[src/hw/hbr_map.svh]
`ifndef HBR_MAP_SVH
`define HBR_MAP_SVH

// ****************************************
// register offsets (byte addresses)
// ****************************************
`define HBR_ADDR_W          12
`define HBR_OFF_STAT0       12'h000
`define HBR_OFF_STAT2       12'h004
`define HBR_OFF_MASK0       12'h008
`define HBR_OFF_MASK2       12'h00c
`define HBR_OFF_DCMD        12'h010
`define HBR_OFF_EVT_STAT    12'h014
`define HBR_OFF_EVT_CLR     12'h018
`define HBR_OFF_EVT_EN      12'h01c
`define HBR_OFF_ARB_STATE   12'h020

// ****************************************
// widths and field positions
// ****************************************
`define HBR_IRQ_W           8
`define HBR_EVT_W           3
`define HBR_DCMD_W          2
`define HBR_DCMD_RDY_EN     0
`define HBR_DCMD_REQ_OD     1
`define HBR_EVT_GRANT       0
`define HBR_EVT_PREEMPT     1
`define HBR_EVT_RELEASE     2

// ****************************************
// reset values
// ****************************************
`define HBR_IMR_RST         8'hff
`define HBR_DCMD_RST        2'h0
`define HBR_EVT_EN_RST      3'h0

`endif

[src/hw/hbr_pkg.sv]
package hbr_pkg;

    // ****************************************
    // arbitration states
    // ****************************************
    typedef enum logic [4:0] {
        ARB_IDLE     = 5'h01,
        ARB_REQ      = 5'h02,
        ARB_WAIT_ACK = 5'h04,
        ARB_OWN      = 5'h08,
        ARB_LEAVE    = 5'h10
    } hbr_arb_state_t;

    typedef logic [31:0] hbr_word_t;

endpackage : hbr_pkg

[src/hw/hbr_slave_ready.sv]
`timescale 1ns/1ps

module hbr_slave_ready (
    input  wire logic clk_sys,
    input  wire logic rst_n,
    input  wire logic host_cs_n,
    input  wire logic host_data_strobe_n,
    input  wire logic host_rd_n,
    input  wire logic host_wr_n,
    input  wire logic bus_style_select,
    output logic      ready_o,
    output logic      ready_oe
);

    // ****************************************
    // slave access detection
    // ****************************************
    // style 1 uses the data strobe, style 0 the rd/wr strobes
    logic access;
    assign access = !host_cs_n &&
                    (bus_style_select ? !host_data_strobe_n : (!host_rd_n || !host_wr_n));

    // ****************************************
    // ready drive
    // ****************************************
    // active level is low for style 1 acknowledge, high for style 0 ready
    always_ff @(posedge clk_sys or negedge rst_n) begin
        if (!rst_n) begin
            ready_oe <= 1'b0;
            ready_o  <= 1'b1;
        end else begin
            ready_oe <= access;
            ready_o  <= !bus_style_select;
        end
    end

    AST_READY_HOLDS: assert property (@(posedge clk_sys) disable iff (!rst_n)
        access |=> ready_oe)
        else $error("ready dropped while the slave access is still open");

    AST_READY_RELEASED: assert property (@(posedge clk_sys) disable iff (!rst_n)
        !access |=> !ready_oe)
        else $error("ready driven with no slave access");

endmodule : hbr_slave_ready

[src/hw/hbr_host_bus_ctrl.sv]
// The placing of the registers and the APB slave port were decided locally.
`timescale 1ns/1ps
`include "hbr_map.svh"

// Behaviour
// - interrupt pin active while any unmasked status bit is one.
// - reading a status register clears the bits that the read returned.
// - interrupt pin inactive whenever all status bits are clear.
// - a mask bit of zero unmasks its source, one masks it.
// - ready driven active during a host slave register access.
// - ready stays active until strobe or chip select goes inactive.
// - in master cycles ready input stretches the cycle only if enabled.
// - ready pin floats when no slave access is being answered.
// - reset low forces every register and state machine to reset state.
// - during reset every pin driver is disabled.
// - bus request driven low to ask the arbiter for mastership.
// - bus request released once granted and grant acknowledge is driven.
// - open-drain request pulled low by arbiter while owning forces release.
// - grant acknowledge held low for the whole bus occupation.
// - after grant, wait for grant acknowledge line high, then drive it low.
module hbr_host_bus_ctrl (
    input  wire logic                    clk_sys,
    input  wire logic                    rst_n,
    // apb slave
    input  wire logic                    psel,
    input  wire logic                    penable,
    input  wire logic                    pwrite,
    input  wire logic [`HBR_ADDR_W-1:0]  paddr,
    input  wire hbr_pkg::hbr_word_t      pwdata,
    output hbr_pkg::hbr_word_t           prdata,
    output logic                         pready,
    output logic                         pslverr,
    // interrupt sources and outputs
    input  wire logic [`HBR_IRQ_W-1:0]   irq_src0_i,
    input  wire logic [`HBR_IRQ_W-1:0]   irq_src2_i,
    output logic                         int_n_o,
    output logic                         int_n_oe,
    output logic                         irq_o,
    // host slave handshake
    input  wire logic                    host_cs_n,
    input  wire logic                    host_data_strobe_n,
    input  wire logic                    host_rd_n,
    input  wire logic                    host_wr_n,
    input  wire logic                    bus_style_select,
    input  wire logic                    ready_i,
    output logic                         ready_o,
    output logic                         ready_oe,
    // dma side
    input  wire logic                    dma_req_i,
    input  wire logic                    dma_cycle_i,
    input  wire logic                    dma_done_i,
    output logic                         dma_wait_o,
    output logic                         bus_owned_o,
    // arbitration
    input  wire logic                    bus_request_n_i,
    output logic                         bus_request_n_o,
    output logic                         bus_request_n_oe,
    input  wire logic                    bus_grant_n_i,
    input  wire logic                    bus_grant_ack_n_i,
    output logic                         bus_grant_ack_n_o,
    output logic                         bus_grant_ack_n_oe
);
    import hbr_pkg::*;

    // ****************************************
    // state
    // ****************************************
    logic [`HBR_IRQ_W-1:0]  irq_status_reg_0_q;
    logic [`HBR_IRQ_W-1:0]  irq_status_reg_2_q;
    logic [`HBR_IRQ_W-1:0]  irq_mask_reg_0_q;
    logic [`HBR_IRQ_W-1:0]  irq_mask_reg_2_q;
    logic [`HBR_DCMD_W-1:0] dma_command_reg_q;
    logic [`HBR_EVT_W-1:0]  evt_status_q;
    logic [`HBR_EVT_W-1:0]  evt_enable_q;
    logic [`HBR_EVT_W-1:0]  evt_set;
    hbr_arb_state_t         arb_q;
    hbr_arb_state_t         arb_d;
    hbr_word_t              prdata_d;
    logic                   pslverr_d;
    logic                   apb_done;
    logic                   wr_done;
    logic                   rd_done;
    logic                   preempt;
    logic                   req_od;
    logic                   rdy_active_lvl;

    function automatic logic hit(input logic [`HBR_ADDR_W-1:0] a,
                                 input logic [`HBR_ADDR_W-1:0] off);
        hit = (a == off);
    endfunction : hit

    // ****************************************
    // apb slave
    // ****************************************
    // one wait state: read data is registered so the bus outputs come from flops
    assign apb_done = psel && penable && pready;
    assign wr_done  = apb_done && pwrite;
    assign rd_done  = apb_done && !pwrite;

    always_comb begin
        prdata_d  = '0;
        pslverr_d = 1'b0;
        unique case (1'b1)
            hit(paddr, `HBR_OFF_STAT0):     prdata_d[`HBR_IRQ_W-1:0] = irq_status_reg_0_q;
            hit(paddr, `HBR_OFF_STAT2):     prdata_d[`HBR_IRQ_W-1:0] = irq_status_reg_2_q;
            hit(paddr, `HBR_OFF_MASK0):     prdata_d[`HBR_IRQ_W-1:0] = irq_mask_reg_0_q;
            hit(paddr, `HBR_OFF_MASK2):     prdata_d[`HBR_IRQ_W-1:0] = irq_mask_reg_2_q;
            hit(paddr, `HBR_OFF_DCMD):      prdata_d[`HBR_DCMD_W-1:0] = dma_command_reg_q;
            hit(paddr, `HBR_OFF_EVT_STAT):  prdata_d[`HBR_EVT_W-1:0] = evt_status_q;
            hit(paddr, `HBR_OFF_EVT_CLR):   prdata_d = '0;
            hit(paddr, `HBR_OFF_EVT_EN):    prdata_d[`HBR_EVT_W-1:0] = evt_enable_q;
            hit(paddr, `HBR_OFF_ARB_STATE): prdata_d[4:0] = arb_q;
            default:                        pslverr_d = 1'b1;
        endcase
    end

    always_ff @(posedge clk_sys or negedge rst_n) begin
        if (!rst_n) begin
            pready  <= 1'b0;
            prdata  <= '0;
            pslverr <= 1'b0;
        end else begin
            pready  <= psel && penable && !pready;
            prdata  <= (psel && penable && !pready && !pwrite) ? prdata_d : '0;
            pslverr <= psel && penable && !pready && pslverr_d;
        end
    end

    // ****************************************
    // control registers
    // ****************************************
    always_ff @(posedge clk_sys or negedge rst_n) begin
        if (!rst_n) begin
            irq_mask_reg_0_q  <= `HBR_IMR_RST;
            irq_mask_reg_2_q  <= `HBR_IMR_RST;
            dma_command_reg_q <= `HBR_DCMD_RST;
            evt_enable_q      <= `HBR_EVT_EN_RST;
        end else if (wr_done) begin
            if (hit(paddr, `HBR_OFF_MASK0))
                irq_mask_reg_0_q <= pwdata[`HBR_IRQ_W-1:0];
            if (hit(paddr, `HBR_OFF_MASK2))
                irq_mask_reg_2_q <= pwdata[`HBR_IRQ_W-1:0];
            if (hit(paddr, `HBR_OFF_DCMD))
                dma_command_reg_q <= pwdata[`HBR_DCMD_W-1:0];
            if (hit(paddr, `HBR_OFF_EVT_EN))
                evt_enable_q <= pwdata[`HBR_EVT_W-1:0];
        end
    end

    // ****************************************
    // interrupt status, clear on read
    // ****************************************
    // only the bits returned by the read are cleared, so a source firing between
    // the data capture and the completing edge is not lost; a new set also wins
    always_ff @(posedge clk_sys or negedge rst_n) begin
        if (!rst_n) begin
            irq_status_reg_0_q <= '0;
            irq_status_reg_2_q <= '0;
        end else begin
            if (rd_done && hit(paddr, `HBR_OFF_STAT0))
                irq_status_reg_0_q <= (irq_status_reg_0_q & ~prdata[`HBR_IRQ_W-1:0])
                                      | irq_src0_i;
            else
                irq_status_reg_0_q <= irq_status_reg_0_q | irq_src0_i;
            if (rd_done && hit(paddr, `HBR_OFF_STAT2))
                irq_status_reg_2_q <= (irq_status_reg_2_q & ~prdata[`HBR_IRQ_W-1:0])
                                      | irq_src2_i;
            else
                irq_status_reg_2_q <= irq_status_reg_2_q | irq_src2_i;
        end
    end

    // open drain: the pin is only ever pulled low, released otherwise
    always_ff @(posedge clk_sys or negedge rst_n) begin
        if (!rst_n) begin
            int_n_o  <= 1'b1;
            int_n_oe <= 1'b0;
        end else begin
            int_n_o  <= 1'b0;
            int_n_oe <= |(irq_status_reg_0_q & ~irq_mask_reg_0_q)
                      || |(irq_status_reg_2_q & ~irq_mask_reg_2_q);
        end
    end

    // ****************************************
    // block event interrupt
    // ****************************************
    always_ff @(posedge clk_sys or negedge rst_n) begin
        if (!rst_n) begin
            evt_status_q <= '0;
            irq_o        <= 1'b0;
        end else begin
            if (wr_done && hit(paddr, `HBR_OFF_EVT_CLR))
                evt_status_q <= (evt_status_q & ~pwdata[`HBR_EVT_W-1:0]) | evt_set;
            else
                evt_status_q <= evt_status_q | evt_set;
            irq_o <= |(evt_status_q & evt_enable_q);
        end
    end

    // ****************************************
    // slave ready handshake
    // ****************************************
    hbr_slave_ready u_slave_ready (
        .clk_sys            (clk_sys),
        .rst_n              (rst_n),
        .host_cs_n          (host_cs_n),
        .host_data_strobe_n (host_data_strobe_n),
        .host_rd_n          (host_rd_n),
        .host_wr_n          (host_wr_n),
        .bus_style_select   (bus_style_select),
        .ready_o            (ready_o),
        .ready_oe           (ready_oe)
    );

    // ****************************************
    // master cycle stretch
    // ****************************************
    // ready is only sampled here, never driven, so the slave drive stays off
    assign rdy_active_lvl = !bus_style_select;

    always_ff @(posedge clk_sys or negedge rst_n) begin
        if (!rst_n) begin
            dma_wait_o <= 1'b0;
        end else begin
            dma_wait_o <= dma_cycle_i && dma_command_reg_q[`HBR_DCMD_RDY_EN]
                          && (ready_i != rdy_active_lvl);
        end
    end

    // ****************************************
    // bus arbitration
    // ****************************************
    assign req_od  = dma_command_reg_q[`HBR_DCMD_REQ_OD];
    // while owning we no longer pull the request line, so a low there is the arbiter
    assign preempt = req_od && !bus_request_n_i;

    always_comb begin
        arb_d = arb_q;
        unique case (arb_q)
            ARB_IDLE:     if (dma_req_i) arb_d = ARB_REQ;
            ARB_REQ:      if (!bus_grant_n_i) arb_d = ARB_WAIT_ACK;
            ARB_WAIT_ACK: if (bus_grant_ack_n_i) arb_d = ARB_OWN;
            ARB_OWN:      if (dma_done_i || preempt) arb_d = ARB_LEAVE;
            ARB_LEAVE:    arb_d = ARB_IDLE;
            default:      arb_d = ARB_IDLE;
        endcase
    end

    always_ff @(posedge clk_sys or negedge rst_n) begin
        if (!rst_n) arb_q <= ARB_IDLE;
        else        arb_q <= arb_d;
    end

    always_ff @(posedge clk_sys or negedge rst_n) begin
        if (!rst_n) begin
            bus_request_n_o    <= 1'b1;
            bus_request_n_oe   <= 1'b0;
            bus_grant_ack_n_o  <= 1'b1;
            bus_grant_ack_n_oe <= 1'b0;
        end else begin
            // the low request drive ends when we enter ownership; push-pull mode then keeps driving it high
            if (arb_d == ARB_REQ || arb_d == ARB_WAIT_ACK) begin
                bus_request_n_o  <= 1'b0;
                bus_request_n_oe <= 1'b1;
            end else begin
                bus_request_n_o  <= !req_od;
                bus_request_n_oe <= !req_od;
            end
            bus_grant_ack_n_o  <= 1'b0;
            bus_grant_ack_n_oe <= (arb_d == ARB_OWN);
        end
    end

    assign bus_owned_o = bus_grant_ack_n_oe;

    always_comb begin
        evt_set = '0;
        evt_set[`HBR_EVT_GRANT]   = (arb_q == ARB_WAIT_ACK) && (arb_d == ARB_OWN);
        evt_set[`HBR_EVT_PREEMPT] = (arb_q == ARB_OWN) && preempt && !dma_done_i;
        evt_set[`HBR_EVT_RELEASE] = (arb_q == ARB_LEAVE);
    end

    // ****************************************
    // checks
    // ****************************************
    AST_INT_FOLLOWS: assert property (@(posedge clk_sys) disable iff (!rst_n)
        (|(irq_status_reg_0_q & ~irq_mask_reg_0_q)) |=> int_n_oe)
        else $error("interrupt pin not active for an unmasked status bit");

    AST_INT_QUIET: assert property (@(posedge clk_sys) disable iff (!rst_n)
        (irq_status_reg_0_q == '0 && irq_status_reg_2_q == '0) |=> !int_n_oe)
        else $error("interrupt pin active with all status bits clear");

    AST_ISR_READ_CLEARS: assert property (@(posedge clk_sys) disable iff (!rst_n)
        (rd_done && hit(paddr, `HBR_OFF_STAT0) && irq_src0_i == '0)
        |=> ((irq_status_reg_0_q & $past(prdata[`HBR_IRQ_W-1:0])) == '0))
        else $error("status read did not clear the returned bits");

    AST_MASKED_SILENT: assert property (@(posedge clk_sys) disable iff (!rst_n)
        (irq_mask_reg_0_q == 8'hff && irq_mask_reg_2_q == 8'hff) |=> !int_n_oe)
        else $error("fully masked sources still raise the interrupt pin");

    AST_STRETCH_GATED: assert property (@(posedge clk_sys) disable iff (!rst_n)
        !dma_command_reg_q[`HBR_DCMD_RDY_EN] |=> !dma_wait_o)
        else $error("master cycle stretched while ready input is disabled");

    AST_ACK_WAITS_LINE: assert property (@(posedge clk_sys) disable iff (!rst_n)
        (arb_q == ARB_WAIT_ACK && !bus_grant_ack_n_i) |=> !bus_grant_ack_n_oe)
        else $error("grant acknowledge driven before the previous master left");

    AST_REQ_DROPS: assert property (@(posedge clk_sys) disable iff (!rst_n)
        $rose(bus_grant_ack_n_oe) |-> !(bus_request_n_oe && !bus_request_n_o))
        else $error("bus request still driven after taking the bus");

    AST_REQ_ASKS: assert property (@(posedge clk_sys) disable iff (!rst_n)
        (arb_q == ARB_IDLE && dma_req_i) |=> (!bus_request_n_o && bus_request_n_oe))
        else $error("bus request not driven low for a dma request");

    AST_PREEMPT_LEAVES: assert property (@(posedge clk_sys) disable iff (!rst_n)
        (arb_q == ARB_OWN && preempt) |=> !bus_grant_ack_n_oe ##1 (arb_q == ARB_IDLE))
        else $error("bus not given up after preemption");

    AST_DONE_RELEASES: assert property (@(posedge clk_sys) disable iff (!rst_n)
        (arb_q == ARB_OWN && dma_done_i) |=> !bus_grant_ack_n_oe)
        else $error("grant acknowledge held after the last transfer");

    AST_OWN_HELD: assert property (@(posedge clk_sys) disable iff (!rst_n)
        (arb_q == ARB_OWN) |-> (bus_grant_ack_n_oe && !bus_grant_ack_n_o))
        else $error("grant acknowledge not held low during ownership");

    AST_INT_FOLLOWS_2: assert property (@(posedge clk_sys) disable iff (!rst_n)
        (|(irq_status_reg_2_q & ~irq_mask_reg_2_q)) |=> int_n_oe)
        else $error("interrupt pin not active for an unmasked second status bit");

    AST_STRETCH_FOLLOWS: assert property (@(posedge clk_sys) disable iff (!rst_n)
        (dma_cycle_i && dma_command_reg_q[`HBR_DCMD_RDY_EN] && ready_i == bus_style_select)
        |=> dma_wait_o)
        else $error("master cycle not stretched while the target holds ready off");

    AST_NO_ACK_UNGRANTED: assert property (@(posedge clk_sys) disable iff (!rst_n)
        (arb_q == ARB_REQ && bus_grant_n_i) |=> !bus_grant_ack_n_oe)
        else $error("grant acknowledge driven without a grant");

    AST_REQ_OFF_OWNED: assert property (@(posedge clk_sys) disable iff (!rst_n)
        (arb_q == ARB_OWN) |-> !(bus_request_n_oe && !bus_request_n_o))
        else $error("bus request driven while owning the bus");

endmodule : hbr_host_bus_ctrl

[config.mk]
export PLATFORM = sky130hd
export DESIGN_NAME = hbr_host_bus_ctrl
export DESIGN_NICKNAME = d
export VERILOG_FILES = /design/src/hw/hbr_pkg.sv /design/src/hw/hbr_slave_ready.sv /design/src/hw/hbr_host_bus_ctrl.sv
export VERILOG_INCLUDE_DIRS = /design/src /design/src/hw
export SDC_FILE = /design/constraint.sdc
export NUM_CORES = 1
export LEC_CHECK = 0
export BUFFER_PORTS_ARGS = -buffer_cell sky130_fd_sc_hd__buf_2
export CAP_MARGIN = 20
export CORE_ASPECT_RATIO = 0.5
export CORE_MARGIN = 10
export CORE_UTILIZATION = 45
export DETAILED_ROUTE_END_ITERATION = 8
export PLACE_DENSITY = 0.72
export REMOVE_ABC_BUFFERS = 1
export SLEW_MARGIN = 40
export SYNTH_ARGS = -nofsm -noshare
export SYNTH_HDL_FRONTEND = slang
export SYNTH_SLANG_ARGS = --single-unit
export TNS_END_PERCENT = 100
[constraint.sdc]
create_clock -name clk_sys -period 2.15 [get_ports clk_sys]
set_input_delay 0 -clock clk_sys [delete_from_list [all_inputs] [get_ports clk_sys]]
set_output_delay 0 -clock clk_sys [all_outputs]
set_load 0.05 [all_outputs]
# Yosys cells after proc, flatten, opt, wreduce, memory -nomap -nowiden
# Cells that the tools add are included.
[op_classes]
addsub = 0
mul = 0
div = 0
magnitude_cmp = 0
eq_ne = 17
shift = 0
muxes = 17
bitwise_logic = 16
reduce_logical = 40
[ops]
columns = ["op", "count"]
rows = [
  ["12-bit by 5-bit == test with 1-bit output, second input constant", 4],
  ["8-bit AND", 4],
  ["8-bit bitwise OR", 4],
  ["12-bit by 4-bit == test with 1-bit output, second input constant", 2],
  ["8-bit 2-to-1 mux", 3],
  ["8-bit NOT", 3],
  ["5-bit 2-to-1 mux", 4],
  ["5-bit case mux with 4 select lines", 1],
  ["1-bit logical AND", 17],
  ["2-bit case mux with 8 select lines", 1],
  ["8-bit OR reduction", 2],
  ["12-bit by 3-bit == test with 1-bit output, second input constant", 1],
  ["12-bit by 6-bit == test with 1-bit output, second input constant", 1],
  ["12-bit logical NOT", 1],
  ["3-bit case mux with 4 select lines", 1],
  ["5-bit by 2-bit == test with 1-bit output, second input constant", 2],
  ["5-bit by 3-bit == test with 1-bit output, second input constant", 2],
  ["5-bit by 4-bit == test with 1-bit output, second input constant", 2],
  ["1-bit logical NOT", 10],
  ["2-bit case mux with 5 select lines", 1],
  ["9-bit OR reduction", 1],
  ["2-bit AND reduction", 4],
  ["1-bit case mux with 7 select lines", 1],
  ["3-bit AND", 2],
  ["9 further kinds", 16],
]
[totals]
regBits = 64
latch_bits = 0
ramBits = 0
mem_bits_ro = 0
in_bits = 77
output_inout_bits = 45
wordCells = 110
mem_count = 0

# Logic depth before layout (Yosys ltp)
# Gate-level depths: netlist of run 1.
[depth]
depth_word = 9
mapped_depth = 6
mapped_depth_nobuf = 4

# Modules after synthesis
# A second synthesis of run 1 with hierarchy kept.
[unflattened]
cells_unflattened = 315
hier_area_um2 = 3331.9
[modules_own_cells]
columns = ["mod", "instances", "cells_each", "area_per_inst_um2", "seq_area_each_um2"]
rows = [
  ["hbr_host_bus_ctrl", 1, 310, 3263.1, 1575.3],
  ["hbr_slave_ready", 1, 5, 68.8, 51.3],
]

# Least setup slack after synthesis of run 1
# OpenSTA, ideal clock, no wires.
[synth_timing]
kind = "register to register"
startpoint = "reg pready"
endpoint = "reg irq_status_reg_2_q[0]"
setup_time_ps = 118
arrival_time_ps = 1814
required_time_ps = 2032
setup_slack_ps = 218
stages_incl_launch_ff = 7
n_path_buf = 2
period_less_slack_ps = 1932
cell_sequence = "dfrtp_1 -> and4b_1 -> clkbuf_1 -> nor2b_1 -> clkbuf_1 -> nand3_1 -> a21o_1"
[synth_via]
elab_chain_cells = 4
[synth_rtl]
columns = ["item", "line", "rtl"]
rows = [
  ["start, declared", "hbr_host_bus_ctrl.sv:31", "output logic pready,"],
  ["start signal, assigned", "hbr_host_bus_ctrl.sv:123", "pready <= psel && penable && !pready;"],
  ["1-bit logical AND", "hbr_host_bus_ctrl.sv:96", "assign apb_done = psel && penable && pready;"],
  ["1-bit logical AND", "hbr_host_bus_ctrl.sv:98", "assign rd_done = apb_done && !pwrite;"],
  ["1-bit logical AND", "hbr_host_bus_ctrl.sv:165", "if (rd_done && hit(paddr, `HBR_OFF_STAT2))"],
  ["8-bit 2-to-1 mux", "hbr_host_bus_ctrl.sv:165", ""],
  ["end signal, assigned", "hbr_host_bus_ctrl.sv:166", "irq_status_reg_2_q <= (irq_status_reg_2_q & ~prdata[`HBR_IRQ_W-1:0])"],
  ["end signal, assigned", "hbr_host_bus_ctrl.sv:169", "irq_status_reg_2_q <= irq_status_reg_2_q | irq_src2_i;"],
  ["end, declared", "hbr_host_bus_ctrl.sv:69", "logic [`HBR_IRQ_W-1:0] irq_status_reg_2_q;"],
]
# No other way between the ends.
# A chain may end at the register's enable or synchronous reset.

# Final worst setup path of run 1
[layout_timing]
startpoint = "reg pready"
endpoint = "reg prdata[5]"
[layout_via]
elab_chain_cells = 4
[layout_rtl]
columns = ["item", "line", "rtl"]
rows = [
  ["1-bit logical NOT", "hbr_host_bus_ctrl.sv:124", "prdata <= (psel && penable && !pready && !pwrite) ? prdata_d : '0;"],
  ["1-bit logical AND (2 in a row)", "hbr_host_bus_ctrl.sv:124", ""],
  ["8-bit 2-to-1 mux", "hbr_host_bus_ctrl.sv:124", ""],
  ["end signal, assigned", "hbr_host_bus_ctrl.sv:124", ""],
  ["end, declared", "hbr_host_bus_ctrl.sv:30", "output hbr_pkg::hbr_word_t prdata,"],
]
# No other way between the ends.

==> results of run 1 <==
path summary, 6_finish.rpt:
check	start	to	slack [ns]	depth (start not counted)
max	pready$_DFF_PN0_	prdata[5]$_DFF_PN0_	0.41	3
min	ready_i	dma_wait_o$_DFF_PN0_	0.03	3
max reg2reg	pready$_DFF_PN0_	prdata[5]$_DFF_PN0_	0.41	3
min reg2reg	irq_status_reg_2_q[4]$_DFF_PN0_	irq_status_reg_2_q[4]$_DFF_PN0_	0.47	1
max in group asynchronous	rst_n	bus_request_n_o$_DFF_PN1_	1.23	3
min in group asynchronous	rst_n	irq_status_reg_2_q[5]$_DFF_PN0_	0.23	2
where the power goes:
group | switching [mW] | internal (mW)
logic | 0.301 | 0.173
registers | 0.0487 | 1.26
clock network | 0.497 | 1.03
total | 0.846 | 2.47
stage by stage:
stage	instances	cell area (um2)	utilization (%)
2_1_floorplan	298	3170	-
3_3_place_gp	479	3750	51.7
3_5_place_dp	479	3750	51.7
4_1_cts	528	4410	60.7
5_1_grt	528	4410	60.7
6_report	528	4410	60.7
cell families (layout without fill, tap and decap cells):
logic type / Yosys count / count (layout) / synth area share [%]
simple gates: 92 / 92 / 15.8
flops: 64 / 64 / 48.6
buf+inv: 63 / 155 / 10.4
compound gates: 60 / 60 / 13.0
mux: 34 / 34 / 11.6
xor+xnor: 2 / 2 / 0.523
other cells: 1 / 25 / 0.112
cell type report:
| cell class | count | area, um2 |
|---|---|---|
| fill | 616 | 2860 |
| sequential | 64 | 1630 |
| multi-input combinational | 213 | 1460 |
| timing repair buffer | 119 | 808 |
| clock buffer | 11 | 243 |
| tap | 96 | 120 |
| inverter | 21 | 78.8 |
| clock inverter | 4 | 70.1 |
state kept, by name, summed over array words and instances, names as in the netlist, 2 cells and up:
register            cells
arb_q                   5
dma_command_reg_q       2
evt_enable_q            3
evt_status_q            3
irq_mask_reg_0_q        8
irq_mask_reg_2_q        8
irq_status_reg_0_q      8
irq_status_reg_2_q      8
prdata                  8
critical path: stages, from the launching register on:
cell	delay, ns
sky130_fd_sc_hd__dfrtp_1	0.42
sky130_fd_sc_hd__nor4bb_1	0.49
sky130_fd_sc_hd__or4b_1	0.60
sky130_fd_sc_hd__nor2_1	0.15
placed cells by master (no fill, tap or decap), types with 8 or more instances in the layout:
cell type	instances
sky130_fd_sc_hd__buf_2	73
sky130_fd_sc_hd__dfrtp_1	44
sky130_fd_sc_hd__dlygate4sd3_1	34
sky130_fd_sc_hd__conb_1	25
sky130_fd_sc_hd__inv_1	21
sky130_fd_sc_hd__mux2_2	20
sky130_fd_sc_hd__dfstp_2	20
sky130_fd_sc_hd__nor2_1	19
sky130_fd_sc_hd__nand3_1	19
sky130_fd_sc_hd__a21o_1	17
sky130_fd_sc_hd__nand2_1	12
sky130_fd_sc_hd__o21ai_0	11
sky130_fd_sc_hd__buf_4	11
sky130_fd_sc_hd__clkbuf_16	9
sky130_fd_sc_hd__mux2_1	8
layer usage:
| metal | up-vias | track usage [%] |
|---|---|---|
| met1 | 1367 | 18.5 |
| met5 | - | 0 |
| met2 | 103 | 26.6 |
| met3 | 15 | 6.05 |
| met4 | 0 | 6.29 |
| li1 | 1308 | - |
synth_stat cells (4+ instances only):
cell	number
sky130_fd_sc_hd__a21o_1	17
sky130_fd_sc_hd__a21oi_1	5
sky130_fd_sc_hd__a221oi_1	4
sky130_fd_sc_hd__a222oi_1	6
sky130_fd_sc_hd__and3_1	6
sky130_fd_sc_hd__buf_4	29
sky130_fd_sc_hd__clkbuf_1	10
sky130_fd_sc_hd__dfrtp_1	44
sky130_fd_sc_hd__dfstp_2	20
sky130_fd_sc_hd__inv_1	21
sky130_fd_sc_hd__mux2_1	8
sky130_fd_sc_hd__mux2_2	20
sky130_fd_sc_hd__mux2i_1	5
sky130_fd_sc_hd__nand2_1	12
sky130_fd_sc_hd__nand3_1	19
sky130_fd_sc_hd__nand4_1	4
sky130_fd_sc_hd__nor2_1	19
sky130_fd_sc_hd__nor2b_1	6
sky130_fd_sc_hd__o21ai_0	11
sky130_fd_sc_hd__o22ai_1	4
repair_timing:
action,in CTS,in global routing
hold buffers,34,0
endpoints found under the hold margin,59,0
buffers inserted,0,0
==> results by group, run 1 <==
CTS
  – Post-cts resize count: 0
  – TritonCTS clock tree: yes
  – Insertion delay of the later-clocked pin in the worst-skew pair: 0.33 ns
  – Deepest clock path buffer count: 2
  – CTS Root Cell: sky130_fd_sc_hd__clkbuf_16
  – Total CTS buffers: 9
  – Number of sinks on the clock net: 64
  – Depth of the CTS H-tree: 3
  – Reg clk slew, reported paths: 0.05 ns

Floorplanning
  – Die outline width: 142 um
  – Die extent in y: 81.0 um
  – Count of standard-cell rows: 22
  – Placeable core region: 0.00727 mm2
  – Io pins: 122
  – DIE AREA: 0.0115 mm2
  – Initial Util: 46.1%

Routing
  – Routed metal-1 wire length: 3630 um
  – Drt first pass iters: 5
  – Via-to-Cell Ratio: 5.29
  – Routed via count: 2793
  – Highest signal layer in the routed design: met4
  – First DRT Iteration DRCs: 196
  – Total length of routed met3 wires: 808 um
  – DRT Wirelength: 8990 um
  – WL met2: 4410 um
  – Routed wirelength normalized by instance count: 17.0 um
  – Detail Route Antenna Nets: 0
  – DRC violations left: 0

Critical path
  – CP Launch Type: register
  – Maximum fanout encountered on the critical timing path: 6
  – Type of destination of the critical path: register
  – Arr. time, crit path: 2.00 ns
  – Startpoint-to-endpoint class of the critical path: reg -> reg
  – Worst path required time: 2.41 ns

Power
  – Static leakage power: 2.01 nW
  – Design Power: 3.31 mW
  – IR Drop Worst-Case VDD: 0.358 mV
  – Power Dens Cells: 751 mW/mm2

Synthesis
  – Syn. warnings: 0
  – Flip-flop cell with the highest count after synthesis: sky130_fd_sc_hd__dfrtp_1
  – Cell type with the highest aggregate area in the netlist: sky130_fd_sc_hd__dfrtp_1
  – Share of flip-flops with an asynchronous set or reset: 100%
  – Post-Syn Area per Cell: 10.6 um2
  – Number of flip-flops and latches in the synthesized netlist: 64
  – Largest cells by area after synthesis: sky130_fd_sc_hd__dfrtp_1 (33%), sky130_fd_sc_hd__dfstp_2 (16%), sky130_fd_sc_hd__mux2_2 (6.7%)
  – Sequential fraction of the synthesis area: 48.6%
  – Synth top area share: 32.9%
  – Mapped Cells: 316
  – Cell area after synthesis: 0.00335 mm2
  – Number of flops mapped to enable cells by yosys: 0
  – Count of cell types in the netlist: 51

Layout
  – Layout net count: 505
  – Layout overhead on the synthesized area: 31.7%
  – Share of post-route cells with drive strength above 1: 34.0%
  – Final antenna diode count: 0

Timing
  – Final count of negative-setup-slack endpoints: 0
  – Final count of pins violating max slew: 0
  – Post-Route Hold Slack: 0.0253 ns
  – Final setup slack of the worst path: 0.406 ns
  – RSZ-0062 raised after global routing: no
  – Worst-case clock skew: 0.00570 ns
  – Number of endpoints with negative hold slack in the final report: 0
  – Sum of negative setup slack: 0 ns
  – Slew Limit Headroom: 58.9%
  – Final period util: 81.1%
  – Fmax: 574 MHz
  – Actual transition at the worst max-transition pin: 0.617 ns
  – Time the final worst path needs with I/O delays and setup: 1.74 ns

Placed design
  – Worst setup timing slack at the placement stage: 0.343 ns
  – Weighted congestion at the end of routability-driven global placement: 0.882
  – DP Wirelength: 6500 um
  – Count of input and output buffers: 73

Global route
  – Total track usage: 15.9%
  – Via count of the first global-routing pass: 2869
  – Initial antenna violation count: 0
  – Largest net degree at the start of global routing: 38
  – Global route overflow: 0
  – Global-route wire length before repair: 14400 um

Hold path
  – HP Class: in -> reg

Status
  – Outcome: finished, final reports clean

Job
  – MaxCap Viol Count: 0
(Power assumes the default switching activity.)
==> run 2: changes to the inputs <==
==> constraint.sdc (replaced) <==
create_clock -name clk_sys -period 1.7 [get_ports clk_sys]
set_input_delay 0 -clock clk_sys [delete_from_list [all_inputs] [get_ports clk_sys]]
set_output_delay 0 -clock clk_sys [all_outputs]
set_load 0.05 [all_outputs]
==> run 2 against run 1 <==
Count of clock-buffer cells in the layout grew 1; clock skew rose by 0.0057 ns; power rose by 34%; via count grew 4.2%; critical path type unchanged; highest routed layer unchanged.
==> results by group, run 2 (synthesis results as in run 1) <==
Critical path
  – CP startpoint: pready$_DFF_PN0_
  – Count of cells along the worst register-to-register path: 6 (+3)
  – Arr. time, crit path: 1.84 ns (-0.16 ns)
  – Endpoint of the worst setup timing path: irq_mask_reg_2_q[6]$_DFFE_PN1P_
  – Worst path required time: 1.96 ns (-0.45 ns)
  – CP Launch Type: register
  – Type of destination of the critical path: register
  – Startpoint-to-endpoint class of the critical path: reg -> reg
  – R2r setup slk: 0.12 ns (-0.28 ns)
  – FF-to-FF Start: pready$_DFF_PN0_
  – Maximum fanout encountered on the critical timing path: 5 (-1)
  – Reg-to-reg endpoint: irq_mask_reg_2_q[6]$_DFFE_PN1P_

Timing
  – Final period util: 92.7% (+12 points)
  – Time the final worst path needs with I/O delays and setup: 1.58 ns (-0.168 ns)
  – Fmax: 635 MHz (+11%)
  – Final count of negative-setup-slack endpoints: 0 (unchanged)
  – Final count of pins violating max slew: 0 (unchanged)
  – Number of endpoints with negative hold slack in the final report: 0 (unchanged)
  – Post-Route Hold Slack: 0.0210 ns (-0.00423 ns)
  – Sum of negative setup slack: 0 ns (unchanged)
  – RSZ-0062 raised after global routing: no
  – Worst-case clock skew: 0.0114 ns (+0.00574 ns)

CTS
  – CTS Root Cell: sky130_fd_sc_hd__clkbuf_16
  – Deepest clock path buffer count: 2 (unchanged)
  – Reg clk slew, reported paths: 0.05 ns (about the same)
  – Number of sinks on the clock net: 64 (unchanged)
  – Post-CTS setup-driven buffer insertion count: 0 (unchanged)
  – Depth of the CTS H-tree: 3 (unchanged)
  – TritonCTS clock tree: yes
  – Insertion delay of the later-clocked pin in the worst-skew pair: 0.35 ns (+0.02 ns)
  – Total CTS buffers: 9 (unchanged)

Floorplanning
  – Io pins: 122 (unchanged)
  – Initial Util: 46.1% (unchanged)
  – Placeable core region: 0.00727 mm2 (unchanged)
  – Die extent in y: 81.0 um (unchanged)
  – Die outline width: 142 um (unchanged)
  – Count of standard-cell rows: 22 (unchanged)
  – DIE AREA: 0.0115 mm2 (unchanged)

Global route
  – Global route overflow: 0 (unchanged)
  – Initial antenna violation count: 0 (unchanged)
  – Total track usage: 16.9% (+0.96 points)
  – Largest net degree at the start of global routing: 65 (+71%)
  – Global-route wire length before repair: 15100 um (+5.0%)
  – Via count of the first global-routing pass: 2903 (+1.2%)

Power
  – Share of total power in the clock network: 48.7% (+2.5 points)
  – Fraction of power consumed by combinational cells: 14.3% (about the same)
  – Power Dens Cells: 973 mW/mm2 (+29%)
  – Switching power summed over all nets: 1.11 mW (+32%)
  – Share of power burned in registers: 37.0% (-2.5 points)
  – Switching Share: 25.1% (-0.47 points)
  – Static leakage power: 2.10 nW (+4.4%)
  – IR Drop Worst-Case VDD: 0.534 mV (+49%)
  – Internal power of the cells: 3.33 mW (+35%)
  – Design Power: 4.44 mW (+34%)

Layout
  – Layout net count: 518 (+2.6%)
  – Final antenna diode count: 0 (unchanged)
  – Layout overhead on the synthesized area: 36.4%
  – Utilization after layout: 62.8% (+2.2 points)
  – Non-filler instance count after layout: 541 (+2.5%)
  – Most frequent standard cell in the layout excluding fill and tap cells: sky130_fd_sc_hd__buf_2
  – Commonest cells after routing, fill and taps aside: sky130_fd_sc_hd__buf_2 (73), sky130_fd_sc_hd__dfrtp_1 (44), sky130_fd_sc_hd__dlygate4sd3_1 (35)
  – Share of post-route cells with drive strength above 1: 36.2% (+2.2 points)
  – Number of fill cells in the layout: 599 (-2.8%)

Routing
  – Via-to-Cell Ratio: 5.38 (+1.7%)
  – DRT Wirelength: 9570 um (+6.5%)
  – DRC violations left: 0 (unchanged)
  – Detail Route Antenna Nets: 0 (unchanged)
  – Drt first pass iters: 5 (unchanged)
  – First DRT Iteration DRCs: 348 (+78%)
  – Routed via count: 2911 (+4.2%)
  – Routed wirelength normalized by instance count: 17.7 um (+3.9%)

Status
  – Outcome: finished, final reports clean

Hold path
  – HP Class: in -> reg

Placed design
  – Count of input and output buffers: 73 (unchanged)
  – Cells after DPL: 491 (+2.5%)
  – DP Wirelength: 6570 um (+1.1%)
  – Weighted congestion at the end of routability-driven global placement: 0.897 (+1.6%)

Job
  – MaxCap Viol Count: 0 (unchanged)
[run 2: how the worst min path moves through the flow]
stage	start	endpoint	slack (ns)	cells past startpoint
5_1_grt	bus_request_n_i	evt_status_q[1]$_DFF_PN0_	0.04	3
3_3_place_gp	rst_n	prdata[5]$_DFF_PN0_	0.03	2
2_1_floorplan	rst_n	arb_q[1]$_DFF_PN0_	-0.30	0
4_1_cts	bus_request_n_i	evt_status_q[1]$_DFF_PN0_	0.01	3
6_report	bus_request_n_i	evt_status_q[1]$_DFF_PN0_	0.02	3
3_5_place_dp	rst_n	prdata[5]$_DFF_PN0_	0.04	2
[run 2: what timing repair did]
item,CTS,global route
endpoints found under the setup margin,0,20
resized for setup,0,3
hold endpoints to repair,108,0
hold buffers,35,0
[run 2: critical path, stage by stage (launching register included)]
cell,delay [ns]
sky130_fd_sc_hd__dfrtp_1,0.39
sky130_fd_sc_hd__buf_4,0.13
sky130_fd_sc_hd__nand2_1,0.09
sky130_fd_sc_hd__nor2_4,0.15
sky130_fd_sc_hd__and3_1,0.22
sky130_fd_sc_hd__buf_4,0.17
sky130_fd_sc_hd__mux2_1,0.34
[run 2: metal layers]
layer / GRT usage (%) / part of all wire [%] / up-vias
met5: 0 / 0 / -
li1: - / - / 1334
met1: 20.1 / 41 / 1427
met4: 6.69 / 2.2 / 0
met2: 28.1 / 48 / 128
met3: 5.59 / 9.3 / 22
[run 2: power by group through the flow]
| stage | Clock, mW | Combinational [mW] | Sequential (mW) |
|---|---|---|---|
| floorplan | 0 | 0.281 | 1.73 |
| global placement | 0 | 0.555 | 1.67 |
| detailed placement | 0 | 0.563 | 1.67 |
| CTS | 2.18 | 0.625 | 1.64 |
| global route | 2.24 | 0.687 | 1.65 |
| finish | 2.16 | 0.634 | 1.65 |
[run 2: layout make-up]
type | count | area [um2] | share of cell area, %
clock buffer | 12 | 256 | 5.62
tap | 96 | 120 | 2.63
timing repair buffer | 132 | 921 | 20.2
inverter | 21 | 78.8 | 1.73
multi-input combinational | 213 | 1470 | 32.3
sequential | 64 | 1630 | 35.6
clock inverter | 3 | 90.1 | 1.97
[run 2: per-stage QoR]
step / worst slack [ns] / instance area (um2)
CTS: 0.0322 / 4550
finish: 0.124 / 4570
global placement: 0.00426 / 3860
floorplan: -0.160 / 3170
global route: 0.0227 / 4570
detailed placement: -0.0477 / 3860
